[config.mk]
export PLATFORM = sky130hd
export DESIGN_NAME = uart_core
export DESIGN_NICKNAME = d
export VERILOG_FILES = /design/src/rtl/uart_pkg.sv /design/src/rtl/uart_bit_timer.sv /design/src/rtl/uart_core.sv
export SDC_FILE = /design/constraint.sdc
export NUM_CORES = 1
export LEC_CHECK = 0
export BUFFER_PORTS_ARGS = -buffer_cell sky130_fd_sc_hd__buf_2
export CORE_MARGIN = 2
export CORE_UTILIZATION = 35
export CTS_CLUSTER_DIAMETER = 150
export DETAILED_ROUTE_END_ITERATION = 8
export PLACE_DENSITY = 0.55
export RECOVER_POWER = 25
export SLEW_MARGIN = 20
export SYNTH_ARGS = -nofsm -noshare
export SYNTH_HDL_FRONTEND = slang
export SYNTH_SLANG_ARGS = --single-unit
[constraint.sdc]
create_clock -name ref_clk_i -period 3.5 [get_ports ref_clk_i]
set_clock_uncertainty 0.2 [all_clocks]
set_input_delay 0.175 -clock ref_clk_i [delete_from_list [all_inputs] [get_ports ref_clk_i]]
set_output_delay 0.175 -clock ref_clk_i [all_outputs]
set_load 0.01 [all_outputs]
[src/rtl/uart_pkg.sv]
// constants, field layouts and state types shared by the serial interface
package uart_pkg;

  // ----------------------------------------------------------------------
  // register addresses and reset values
  // ----------------------------------------------------------------------
  localparam logic [15:0] ADDR_MODE = 16'hFFA0;
  localparam logic [15:0] ADDR_STAT = 16'hFFA1;
  localparam logic [15:0] ADDR_BAUD = 16'hFFA2;
  localparam logic [15:0] ADDR_DATA = 16'hFFA3;
  localparam logic [7:0] MODE_RST = 8'h00;
  localparam logic [7:0] STAT_RST = 8'h00;
  localparam logic [7:0] BAUD_RST = 8'h00;
  localparam logic [7:0] RXBUF_RST = 8'hFF;
  localparam logic [7:0] TXSH_RST = 8'hFF;
  localparam logic [7:0] UNMAPPED_RD = 8'h00;

  // ----------------------------------------------------------------------
  // field positions and counts
  // ----------------------------------------------------------------------
  localparam int STAT_PE_BIT = 2;
  localparam int STAT_FE_BIT = 1;
  localparam int STAT_OVE_BIT = 0;
  localparam logic [4:0] DIV_BASE = 5'h10;
  localparam logic [7:0] PRESC_ONE = 8'h01;
  localparam logic [2:0] LEN7_LAST = 3'h6;
  localparam logic [2:0] LEN8_LAST = 3'h7;

  // ----------------------------------------------------------------------
  // register layouts
  // ----------------------------------------------------------------------
  typedef struct packed {
    logic transmit_enable_bit;
    logic receive_enable_bit;
    logic parity_select_hi;
    logic parity_select_lo;
    logic char_length_bit;
    logic stop_length_bit;
    logic error_irq_gating_bit;
    logic zero;
  } mode_t;

  typedef struct packed {
    logic zero;
    logic [2:0] prescale_sel;
    logic [3:0] divider_sel;
  } baud_t;

  typedef enum logic [1:0] {
    PAR_NONE = 2'b00,
    PAR_ZERO = 2'b01,
    PAR_ODD = 2'b10,
    PAR_EVEN = 2'b11
  } parity_t;

  typedef enum logic [2:0] {
    SER_IDLE = 3'b000,
    SER_START = 3'b001,
    SER_DATA = 3'b010,
    SER_PARITY = 3'b011,
    SER_STOP = 3'b100
  } ser_state_t;

endpackage

[src/rtl/uart_bit_timer.sv]
// bit period timer: counts 16+k prescaled ticks, marks bit middle and end
`timescale 1ns/1ps
module uart_bit_timer
  import uart_pkg::*;
(
  input wire logic ref_clk_i,
  input wire logic arst_n_i,
  input wire logic ce_i,
  input wire logic restart_i,
  input wire logic presc_tick_i,
  input wire logic [3:0] div_sel_i,
  output logic mid_o,
  output logic end_o
);

  logic [4:0] count_r, count_nxt;
  logic mid_r, mid_nxt, end_r, end_nxt;
  logic [4:0] last;

  // next count; the all-ones divider code simply gives a period of 31
  always_comb begin
    last = DIV_BASE + {1'b0, div_sel_i} - 5'h01;
    count_nxt = count_r;
    mid_nxt = 1'b0;
    end_nxt = 1'b0;
    if (restart_i) begin
      count_nxt = 5'h00;
    end else if (presc_tick_i) begin
      mid_nxt = (count_r == {1'b0, last[4:1]});
      end_nxt = (count_r == last);
      count_nxt = (count_r == last) ? 5'h00 : count_r + 5'h01;
    end
  end

  // state registers
  always_ff @(posedge ref_clk_i or negedge arst_n_i) begin
    if (!arst_n_i) begin
      count_r <= 5'h00;
      mid_r <= 1'b0;
      end_r <= 1'b0;
    end else if (ce_i) begin
      count_r <= count_nxt;
      mid_r <= mid_nxt;
      end_r <= end_nxt;
    end
  end

  assign mid_o = mid_r;
  assign end_o = end_r;

endmodule // uart_bit_timer

[src/rtl/uart_core.sv]
// asynchronous serial interface: registers, baud generator, transmitter,
// receiver and error reporting
//
// Summary of operation
// - char length bit 0 gives 7-bit characters, 1 gives 8-bit.
// - stop length bit 0 sends one stop bit, 1 sends two.
// - error gating bit 1 suppresses receive-complete interrupt on errors.
// - error status register reads as a byte, resets to 00H.
// - parity error flag set when received parity mismatches mode.
// - framing error flag set when stop bit is not high.
// - overrun flag set when a character completes into an unread buffer.
// - receiver checks only one stop bit regardless of stop length.
// - overrun repeats for every character until the buffer is read.
// - baud register sets serial clock, resets 00H, bit 7 reads 0.
// - prescale field v selects main clock divided by 2^(v+1).
// - divider field k divides prescaled clock by 16+k; k=15 prohibited (the timer still accepts it and divides by 31).
// - both enables clear: no transfers, both pins are plain ports.
// - enable pair selects stop, receive, transmit or full duplex.
// - parity: none, zero sent unchecked, odd, even.
// - complete character goes to receive buffer; 7-bit leaves MSB 0.
// - writing transmit data starts a framed transmission.
`timescale 1ns/1ps
module uart_core
  import uart_pkg::*;
(
  input wire logic ref_clk_i,
  input wire logic arst_n_i,
  input wire logic ce_i,
  input wire logic [15:0] sfr_addr_i,
  input wire logic sfr_wr_i,
  input wire logic sfr_rd_i,
  input wire logic [7:0] sfr_wdata_i,
  output logic [7:0] sfr_rdata_o,
  input wire logic serial_in_pin_i,
  output logic serial_out_pin_o,
  output logic rx_pin_serial_o,
  output logic tx_pin_serial_o,
  output logic rx_done_irq_o,
  output logic tx_busy_o
);

  // ----------------------------------------------------------------------
  // register file
  // ----------------------------------------------------------------------
  mode_t mode_r, mode_nxt;
  baud_t baud_r, baud_nxt;
  logic [7:0] stat_r, stat_nxt, rdata_r, rdata_nxt;
  logic [7:0] rx_buf_r, rx_buf_nxt;
  logic rx_full_r, rx_full_nxt;
  logic wr_mode, wr_baud, wr_data, rd_stat, rd_data;
  logic rx_done, rx_pe, rx_fe, rx_ove;
  logic [7:0] rx_char;
  parity_t par_mode;

  assign wr_mode = sfr_wr_i && (sfr_addr_i == ADDR_MODE);
  assign wr_baud = sfr_wr_i && (sfr_addr_i == ADDR_BAUD);
  assign wr_data = sfr_wr_i && (sfr_addr_i == ADDR_DATA);
  assign rd_stat = sfr_rd_i && (sfr_addr_i == ADDR_STAT);
  assign rd_data = sfr_rd_i && (sfr_addr_i == ADDR_DATA);
  assign par_mode = parity_t'({mode_r.parity_select_hi,
                               mode_r.parity_select_lo});

  // register writes, read mux, status and buffer updates
  always_comb begin
    mode_nxt = mode_r;
    baud_nxt = baud_r;
    if (wr_mode) begin
      mode_nxt = mode_t'(sfr_wdata_i);
      mode_nxt.zero = 1'b0;
    end
    if (wr_baud) begin
      baud_nxt = baud_t'(sfr_wdata_i);
      baud_nxt.zero = 1'b0;
    end
    // a read clears the flags, a new error in the same cycle wins
    stat_nxt = rd_stat ? STAT_RST : stat_r;
    if (rx_done) begin
      stat_nxt[STAT_PE_BIT] = stat_nxt[STAT_PE_BIT] | rx_pe;
      stat_nxt[STAT_FE_BIT] = stat_nxt[STAT_FE_BIT] | rx_fe;
      stat_nxt[STAT_OVE_BIT] = stat_nxt[STAT_OVE_BIT] | rx_ove;
    end
    rx_buf_nxt = rx_done ? rx_char : rx_buf_r;
    rx_full_nxt = rx_done | (rx_full_r & ~rd_data);
    unique case (sfr_addr_i)
      ADDR_MODE: rdata_nxt = mode_r;
      ADDR_STAT: rdata_nxt = stat_r;
      ADDR_BAUD: rdata_nxt = baud_r;
      ADDR_DATA: rdata_nxt = rx_buf_r;
      default: rdata_nxt = UNMAPPED_RD;
    endcase
    if (!sfr_rd_i) begin
      rdata_nxt = rdata_r;
    end
  end

  // register state
  always_ff @(posedge ref_clk_i or negedge arst_n_i) begin
    if (!arst_n_i) begin
      mode_r <= mode_t'(MODE_RST);
      baud_r <= baud_t'(BAUD_RST);
      stat_r <= STAT_RST;
      rdata_r <= UNMAPPED_RD;
      rx_buf_r <= RXBUF_RST;
      rx_full_r <= 1'b0;
    end else if (ce_i) begin
      mode_r <= mode_nxt;
      baud_r <= baud_nxt;
      stat_r <= stat_nxt;
      rdata_r <= rdata_nxt;
      rx_buf_r <= rx_buf_nxt;
      rx_full_r <= rx_full_nxt;
    end
  end

  assign sfr_rdata_o = rdata_r;
  assign rx_pin_serial_o = mode_r.receive_enable_bit;
  assign tx_pin_serial_o = mode_r.transmit_enable_bit;

  // ----------------------------------------------------------------------
  // prescaler and bit timers
  // ----------------------------------------------------------------------
  logic [7:0] presc_r, presc_nxt, presc_mask;
  logic presc_tick;
  logic rx_restart, tx_restart, rx_mid, tx_end;

  // free running divider of the main clock; tick every 2^(v+1) cycles
  always_comb begin
    presc_mask = 8'(({PRESC_ONE, 1'b0} << baud_r.prescale_sel) - 9'h001);
    presc_tick = ((presc_r & presc_mask) == presc_mask);
    presc_nxt = presc_r + 8'h01;
  end

  // prescaler counter
  always_ff @(posedge ref_clk_i or negedge arst_n_i) begin
    if (!arst_n_i) begin
      presc_r <= 8'h00;
    end else if (ce_i) begin
      presc_r <= presc_nxt;
    end
  end

  uart_bit_timer u_rx_timer (
    .ref_clk_i(ref_clk_i),
    .arst_n_i(arst_n_i),
    .ce_i(ce_i),
    .restart_i(rx_restart),
    .presc_tick_i(presc_tick),
    .div_sel_i(baud_r.divider_sel),
    .mid_o(rx_mid),
    .end_o()
  );

  uart_bit_timer u_tx_timer (
    .ref_clk_i(ref_clk_i),
    .arst_n_i(arst_n_i),
    .ce_i(ce_i),
    .restart_i(tx_restart),
    .presc_tick_i(presc_tick),
    .div_sel_i(baud_r.divider_sel),
    .mid_o(),
    .end_o(tx_end)
  );

  // ----------------------------------------------------------------------
  // receiver
  // ----------------------------------------------------------------------
  ser_state_t rx_state_r, rx_state_nxt;
  logic [7:0] rx_sh_r, rx_sh_nxt;
  logic [2:0] rx_cnt_r, rx_cnt_nxt, len_last;
  logic rx_par_r, rx_par_nxt, rx_prev_r, rx_err;
  logic irq_r, irq_nxt;

  assign len_last = mode_r.char_length_bit ? LEN8_LAST : LEN7_LAST;

  // start edge search, mid-bit sampling and character completion
  always_comb begin
    rx_state_nxt = rx_state_r;
    rx_sh_nxt = rx_sh_r;
    rx_cnt_nxt = rx_cnt_r;
    rx_par_nxt = rx_par_r;
    rx_restart = 1'b0;
    rx_done = 1'b0;
    rx_char = mode_r.char_length_bit ? rx_sh_r : {1'b0, rx_sh_r[7:1]};
    rx_fe = !serial_in_pin_i;
    unique case (par_mode)
      PAR_ODD: rx_pe = ~(^{rx_char, rx_par_r});
      PAR_EVEN: rx_pe = ^{rx_char, rx_par_r};
      default: rx_pe = 1'b0;
    endcase
    rx_ove = rx_full_r && !rd_data;
    unique case (rx_state_r)
      SER_IDLE: begin
        if (rx_prev_r && !serial_in_pin_i) begin
          rx_state_nxt = SER_START;
          rx_restart = 1'b1;
        end
      end
      SER_START: begin
        if (rx_mid) begin
          rx_state_nxt = serial_in_pin_i ? SER_IDLE : SER_DATA;
          rx_cnt_nxt = 3'h0;
        end
      end
      SER_DATA: begin
        if (rx_mid) begin
          rx_sh_nxt = {serial_in_pin_i, rx_sh_r[7:1]};
          rx_cnt_nxt = rx_cnt_r + 3'h1;
          if (rx_cnt_r == len_last) begin
            rx_state_nxt = (par_mode == PAR_NONE) ? SER_STOP : SER_PARITY;
          end
        end
      end
      SER_PARITY: begin
        if (rx_mid) begin
          rx_par_nxt = serial_in_pin_i;
          rx_state_nxt = SER_STOP;
        end
      end
      SER_STOP: begin
        if (rx_mid) begin
          rx_done = 1'b1;
          rx_state_nxt = SER_IDLE;
        end
      end
      default: rx_state_nxt = SER_IDLE;
    endcase
    if (!mode_r.receive_enable_bit) begin
      rx_state_nxt = SER_IDLE;
      rx_done = 1'b0;
    end
    rx_err = rx_pe | rx_fe | rx_ove;
    irq_nxt = rx_done && !(rx_err && mode_r.error_irq_gating_bit);
  end

  // receiver state
  always_ff @(posedge ref_clk_i or negedge arst_n_i) begin
    if (!arst_n_i) begin
      rx_state_r <= SER_IDLE;
      rx_sh_r <= RXBUF_RST;
      rx_cnt_r <= 3'h0;
      rx_par_r <= 1'b0;
      rx_prev_r <= 1'b1;
      irq_r <= 1'b0;
    end else if (ce_i) begin
      rx_state_r <= rx_state_nxt;
      rx_sh_r <= rx_sh_nxt;
      rx_cnt_r <= rx_cnt_nxt;
      rx_par_r <= rx_par_nxt;
      rx_prev_r <= serial_in_pin_i;
      irq_r <= irq_nxt;
    end
  end

  assign rx_done_irq_o = irq_r;

  // ----------------------------------------------------------------------
  // transmitter
  // ----------------------------------------------------------------------
  ser_state_t tx_state_r, tx_state_nxt;
  logic [7:0] tx_sh_r, tx_sh_nxt;
  logic [2:0] tx_cnt_r, tx_cnt_nxt;
  logic tx_par_r, tx_par_nxt, tx_out_r, tx_out_nxt, tx_stop2_r, tx_stop2_nxt;
  logic tx_busy_r, tx_busy_nxt;
  logic [7:0] tx_load;

  // framing: start, data LSB first, optional parity, one or two stops
  always_comb begin
    tx_state_nxt = tx_state_r;
    tx_sh_nxt = tx_sh_r;
    tx_cnt_nxt = tx_cnt_r;
    tx_par_nxt = tx_par_r;
    tx_out_nxt = tx_out_r;
    tx_stop2_nxt = tx_stop2_r;
    tx_restart = 1'b0;
    tx_load = mode_r.char_length_bit ? sfr_wdata_i : {1'b0, sfr_wdata_i[6:0]};
    unique case (tx_state_r)
      SER_IDLE: begin
        tx_out_nxt = 1'b1;
        if (wr_data && mode_r.transmit_enable_bit) begin
          tx_sh_nxt = tx_load;
          unique case (par_mode)
            PAR_ODD: tx_par_nxt = ~(^tx_load);
            PAR_EVEN: tx_par_nxt = ^tx_load;
            default: tx_par_nxt = 1'b0;
          endcase
          tx_out_nxt = 1'b0;
          tx_restart = 1'b1;
          tx_state_nxt = SER_START;
        end
      end
      SER_START: begin
        if (tx_end) begin
          tx_out_nxt = tx_sh_r[0];
          tx_sh_nxt = {1'b1, tx_sh_r[7:1]};
          tx_cnt_nxt = 3'h0;
          tx_state_nxt = SER_DATA;
        end
      end
      SER_DATA: begin
        if (tx_end) begin
          tx_cnt_nxt = tx_cnt_r + 3'h1;
          tx_out_nxt = tx_sh_r[0];
          tx_sh_nxt = {1'b1, tx_sh_r[7:1]};
          if (tx_cnt_r == len_last) begin
            tx_out_nxt = (par_mode == PAR_NONE) ? 1'b1 : tx_par_r;
            tx_stop2_nxt = 1'b0;
            tx_state_nxt = (par_mode == PAR_NONE) ? SER_STOP : SER_PARITY;
          end
        end
      end
      SER_PARITY: begin
        if (tx_end) begin
          tx_out_nxt = 1'b1;
          tx_state_nxt = SER_STOP;
        end
      end
      SER_STOP: begin
        if (tx_end) begin
          if (mode_r.stop_length_bit && !tx_stop2_r) begin
            tx_stop2_nxt = 1'b1;
          end else begin
            tx_state_nxt = SER_IDLE;
          end
        end
      end
      default: tx_state_nxt = SER_IDLE;
    endcase
    if (!mode_r.transmit_enable_bit) begin
      tx_state_nxt = SER_IDLE;
      tx_out_nxt = 1'b1;
    end
    tx_busy_nxt = (tx_state_nxt != SER_IDLE); // busy straight from a flop
  end

  // transmitter state
  always_ff @(posedge ref_clk_i or negedge arst_n_i) begin
    if (!arst_n_i) begin
      tx_state_r <= SER_IDLE;
      tx_sh_r <= TXSH_RST;
      tx_cnt_r <= 3'h0;
      tx_par_r <= 1'b0;
      tx_out_r <= 1'b1;
      tx_stop2_r <= 1'b0;
      tx_busy_r <= 1'b0;
    end else if (ce_i) begin
      tx_state_r <= tx_state_nxt;
      tx_sh_r <= tx_sh_nxt;
      tx_cnt_r <= tx_cnt_nxt;
      tx_par_r <= tx_par_nxt;
      tx_out_r <= tx_out_nxt;
      tx_stop2_r <= tx_stop2_nxt;
      tx_busy_r <= tx_busy_nxt;
    end
  end

  assign serial_out_pin_o = tx_out_r;
  assign tx_busy_o = tx_busy_r;
endmodule // uart_core

==> flow_metrics.py <==
metrics = {
    "routing": {
        "vias": 3807,
        "avgRoutedWirePerCell_um": 16.49,
        "via_per_inst": 5.237,
        "dr.pass1.iters": 4,
        "drc": 0,
        "wl_um": 11990,
        "drt_iter0_drc": 314,
        "antenna_left": 0,
    },
    "yosys": {
        "synth-async-reset-ratio": 1.000,
        "synth_edf_count": 0,
        "synthXorXnorAreaFrac": 0.08015,
        "synth_area_per_cell_um2": 10.04,
        "synth-compound-area-share": 0.1387,
        "syn-instance-count": 496,
        "synth_top_family_by_area": "simple AND/OR/NAND/NOR gates",
        "synth_top_area_share": 0.3166,
        "synthesis.nets": 533,
        "ys_ff_latch": 89,
        "yosys.area.top_type": "dfrtp_1",
        "synth_cell_types": 61,
        "syn_area_um2": 4980,
        "synth-simple-area-share": 0.1726,
        "synth_top_flop_cell": "dfrtp_1",
        "muxShareOfSynthArea": 0.1068,
        "yosysWarnings": 0,
        "synthTopCellsByArea": "dfrtp_1 32%, dfstp_2 14%, mux2_2 6.6%, xnor2_1 5.6%, nand2_1 4.9%",
        "yosysSeqAreaShare": 0.4538,
        "synthAdderAreaFrac": 0.01759,
    },
    "die": {
        "chipHeight_um": 123.3,
        "core_um2": 13880,
        "fp-row-count": 43,
        "start_util": 0.3588,
        "num_io_pins": 43,
        "fp.dieArea_um2": 15200,
        "die_w_um": 123.3,
    },
    "worst_setup_path": {
        "crit_type": "flop to flop",
        "critical_path.cell_chain": "nor3_1, inv_1, ha_1, xnor2_1, a211o_1, a311oi_1, a21oi_1, nor2b_1, mux2_2",
        "slowest_stage": "dfrtp_1",
        "crit_family": "compound AO/OA/AOI/OAI gates",
        "cp.arrival_ps": 3200,
        "critical_path.max_fanout": 12,
        "cp.required_ps": 3580,
        "cp-end-kind": "flop",
        "cp_num_buf_inv": 1,
        "max_stage_delay_ps": 500,
        "setup.worst_path.start_class": "flop",
    },
    "timing": {
        "drv_slew": 74,
        "final_hold_viol_count": 0,
        "max_freq_ghz": 0.3204,
        "post-route-period-util": 0.8917,
        "maxSlewHeadroom": -0.2235,
        "period_needed_ps": 3121,
        "setup_viol": 0,
        "finalSetupTns_ps": 0,
        "grt_setup_unrepaired": "false",
        "tightest_slew_ps": 1835,
        "fin_hold_ws_ps": 27.92,
    },
    "clocking": {
        "postCtsSetupRepairBufs": 0,
        "cts_root_buf": "clkbuf_16",
        "cts_tree": "yes",
        "insertion_delay_ps": 340,
        "cts_buffers": 9,
        "cts_sinks": 89,
        "cts-htree-levels": 3,
        "cts_max_path_buffers": 2,
        "cts_resized": 0,
        "path_clk_slew_ps": 60,
        "ctsHoldBuffers": 10,
    },
    "flow_run": {
        "max_cap_violations": 1,
    },
    "layout": {
        "register_area_um2": 2260,
        "multi_input_area_um2": 2569,
        "nFillCells": 1360,
        "drive_gt1_frac": 0.2084,
        "area.growth.synth_to_final_pct": 15.83,
        "final_nets": 579,
        "antenna_cells": 0,
    },
    "placed_design": {
        "dp_hpwl_um": 8768,
        "gp_congestion": 0.8159,
        "portBuffers": 42,
    },
    "pwr": {
        "power_density_nw_per_um2": 486.0,
        "p_leak_nw": 2.376,
        "peakVddDrop_uv": 232.6,
    },
    "grt": {
        "grt.total_usage": 0.1693,
        "overflow": 0,
        "grt_pass1_vias": 3745,
        "grt_max_degree": 74,
        "grt_pass1_wl_um": 19740,
        "antenna_found_initial": 0,
    },
    "run_status": {
        "outcome": "finished with violations",
        "failed_checks": "max-capacitance violations, max-slew violations",
    },
    "worst_hold_path": {
        "min-delay-path-class": "input pin to flop",
    },
}
## cell usage in the layout (no fill, tap or decap), types with 3 or more instances in the layout
cell,count
nor3b_1,3
nor3_1,9
dfstp_2,25
and3_1,4
a22o_1,5
a31oi_1,3
xnor2_1,32
mux2_2,29
buf_2,29
inv_1,14
nand2b_1,7
a211o_1,4
dlygate4sd3_1,10
clkbuf_1,13
dfrtp_1,63
o22ai_1,3
nor4_1,4
a22oi_1,7
xor2_1,11
nor2b_1,7
o31ai_1,8
nand4_1,8
clkbuf_16,9
nand2_1,65
a21o_1,4
nand3_1,16
nor2_1,23
a21oi_1,12
o21ai_0,42
ha_1,7
buf_4,6
o21ai_1,3
mux2i_1,16
## cell type report
type	instances	area share
well taps	180	0.03905
clock inverters	6	0.01605
inverters	14	0.009111
flip-flops and latches	89	0.3918
repair buffers	58	0.05900
multi-input cells	370	0.4453
clock buffers	10	0.03970
## cells in the mapped netlist (all sizes together) (5+ instances only)
master	number
nand2	65
nand3	16
o21ai	45
mux2	29
inv	14
dfstp	26
dfrtp	63
nor2b	7
o31ai	8
nor2	23
ha	7
xnor2	32
nor3	11
clkbuf	19
nand2b	7
a22oi	7
nand4	8
a22o	5
nor4	6
mux2i	16
xor2	11
a21oi	12
## flip-flops by register name, indices dropped and copies added, names as in the netlist, 5 cells and up
signal,count
tx_sh_r,8
sfr_rdata_o,8
rx_sh_r,8
u_rx_timer.count_r,5
presc_r,8
rx_buf_r,8
mode_r,5
u_tx_timer.count_r,5
baud_r,7
## per-stage QoR
stage	instance area, um2	setup slack (ps)	utilization	cells	total power [mW]
2_1_floorplan	4980	604.6	-	496	1.623
3_3_place_gp	5364	611.9	0.3864	701	1.754
3_5_place_dp	5364	437.8	0.3864	701	1.778
4_1_cts	5786	422.1	0.4168	727	2.839
5_1_grt	5768	152.4	0.4155	727	2.969
6_report	5768	379.1	0.4155	727	2.803
## cells by family after synthesis
family / count (synthesis)
simple gates: 164
compound gates: 108
flops: 89
mux: 47
xor+xnor: 44
buf+inv: 37
fa+ha+maj: 7
## layer usage
layer | GRT usage | wire (um)
met1 | 0.2228 | 5566
met2 | 0.2751 | 5751
met3 | 0.04059 | 476
met4 | 0.05327 | 194
met5 | 0 | 0
## worst register-to-register path, cell delays in order (launching register included)
cell and delay, ps:
dfrtp_1 500, nor3_1 330, inv_1 80, ha_1 290, xnor2_1 170, a211o_1 260
a311oi_1 450, a21oi_1 240, nor2b_1 330, mux2_2 210
## power breakdown
part           internal [mW]  switching [mW]  total, mW  leakage [nW]
clock network          0.628           0.411       1.04         0.149
logic                  0.235           0.210      0.445          1.16
registers               1.14           0.177       1.32          1.07
total                   2.00           0.798       2.80          2.38
## final timing paths
| kind | end | startpoint | slack [ps] | cells past startpoint |
|---|---|---|---|---|
| worst min-delay path | stat_r[2] | sfr_rd_i | 30 | 4 |
| worst max register to register | u_rx_timer.count_r[0] | baud_r[5] | 380 | 9 |
| min in group asynchronous | sfr_rdata_o[6] | arst_n_i | 660 | 2 |
| max in group asynchronous | serial_out_pin_o | arst_n_i | 1280 | 3 |
| worst max-delay path | u_rx_timer.count_r[0] | baud_r[5] | 380 | 9 |
| worst min register to register | tx_sh_r[5] | tx_sh_r[5] | 280 | 2 |
Note: power is estimated with default switching activity, not from simulation.
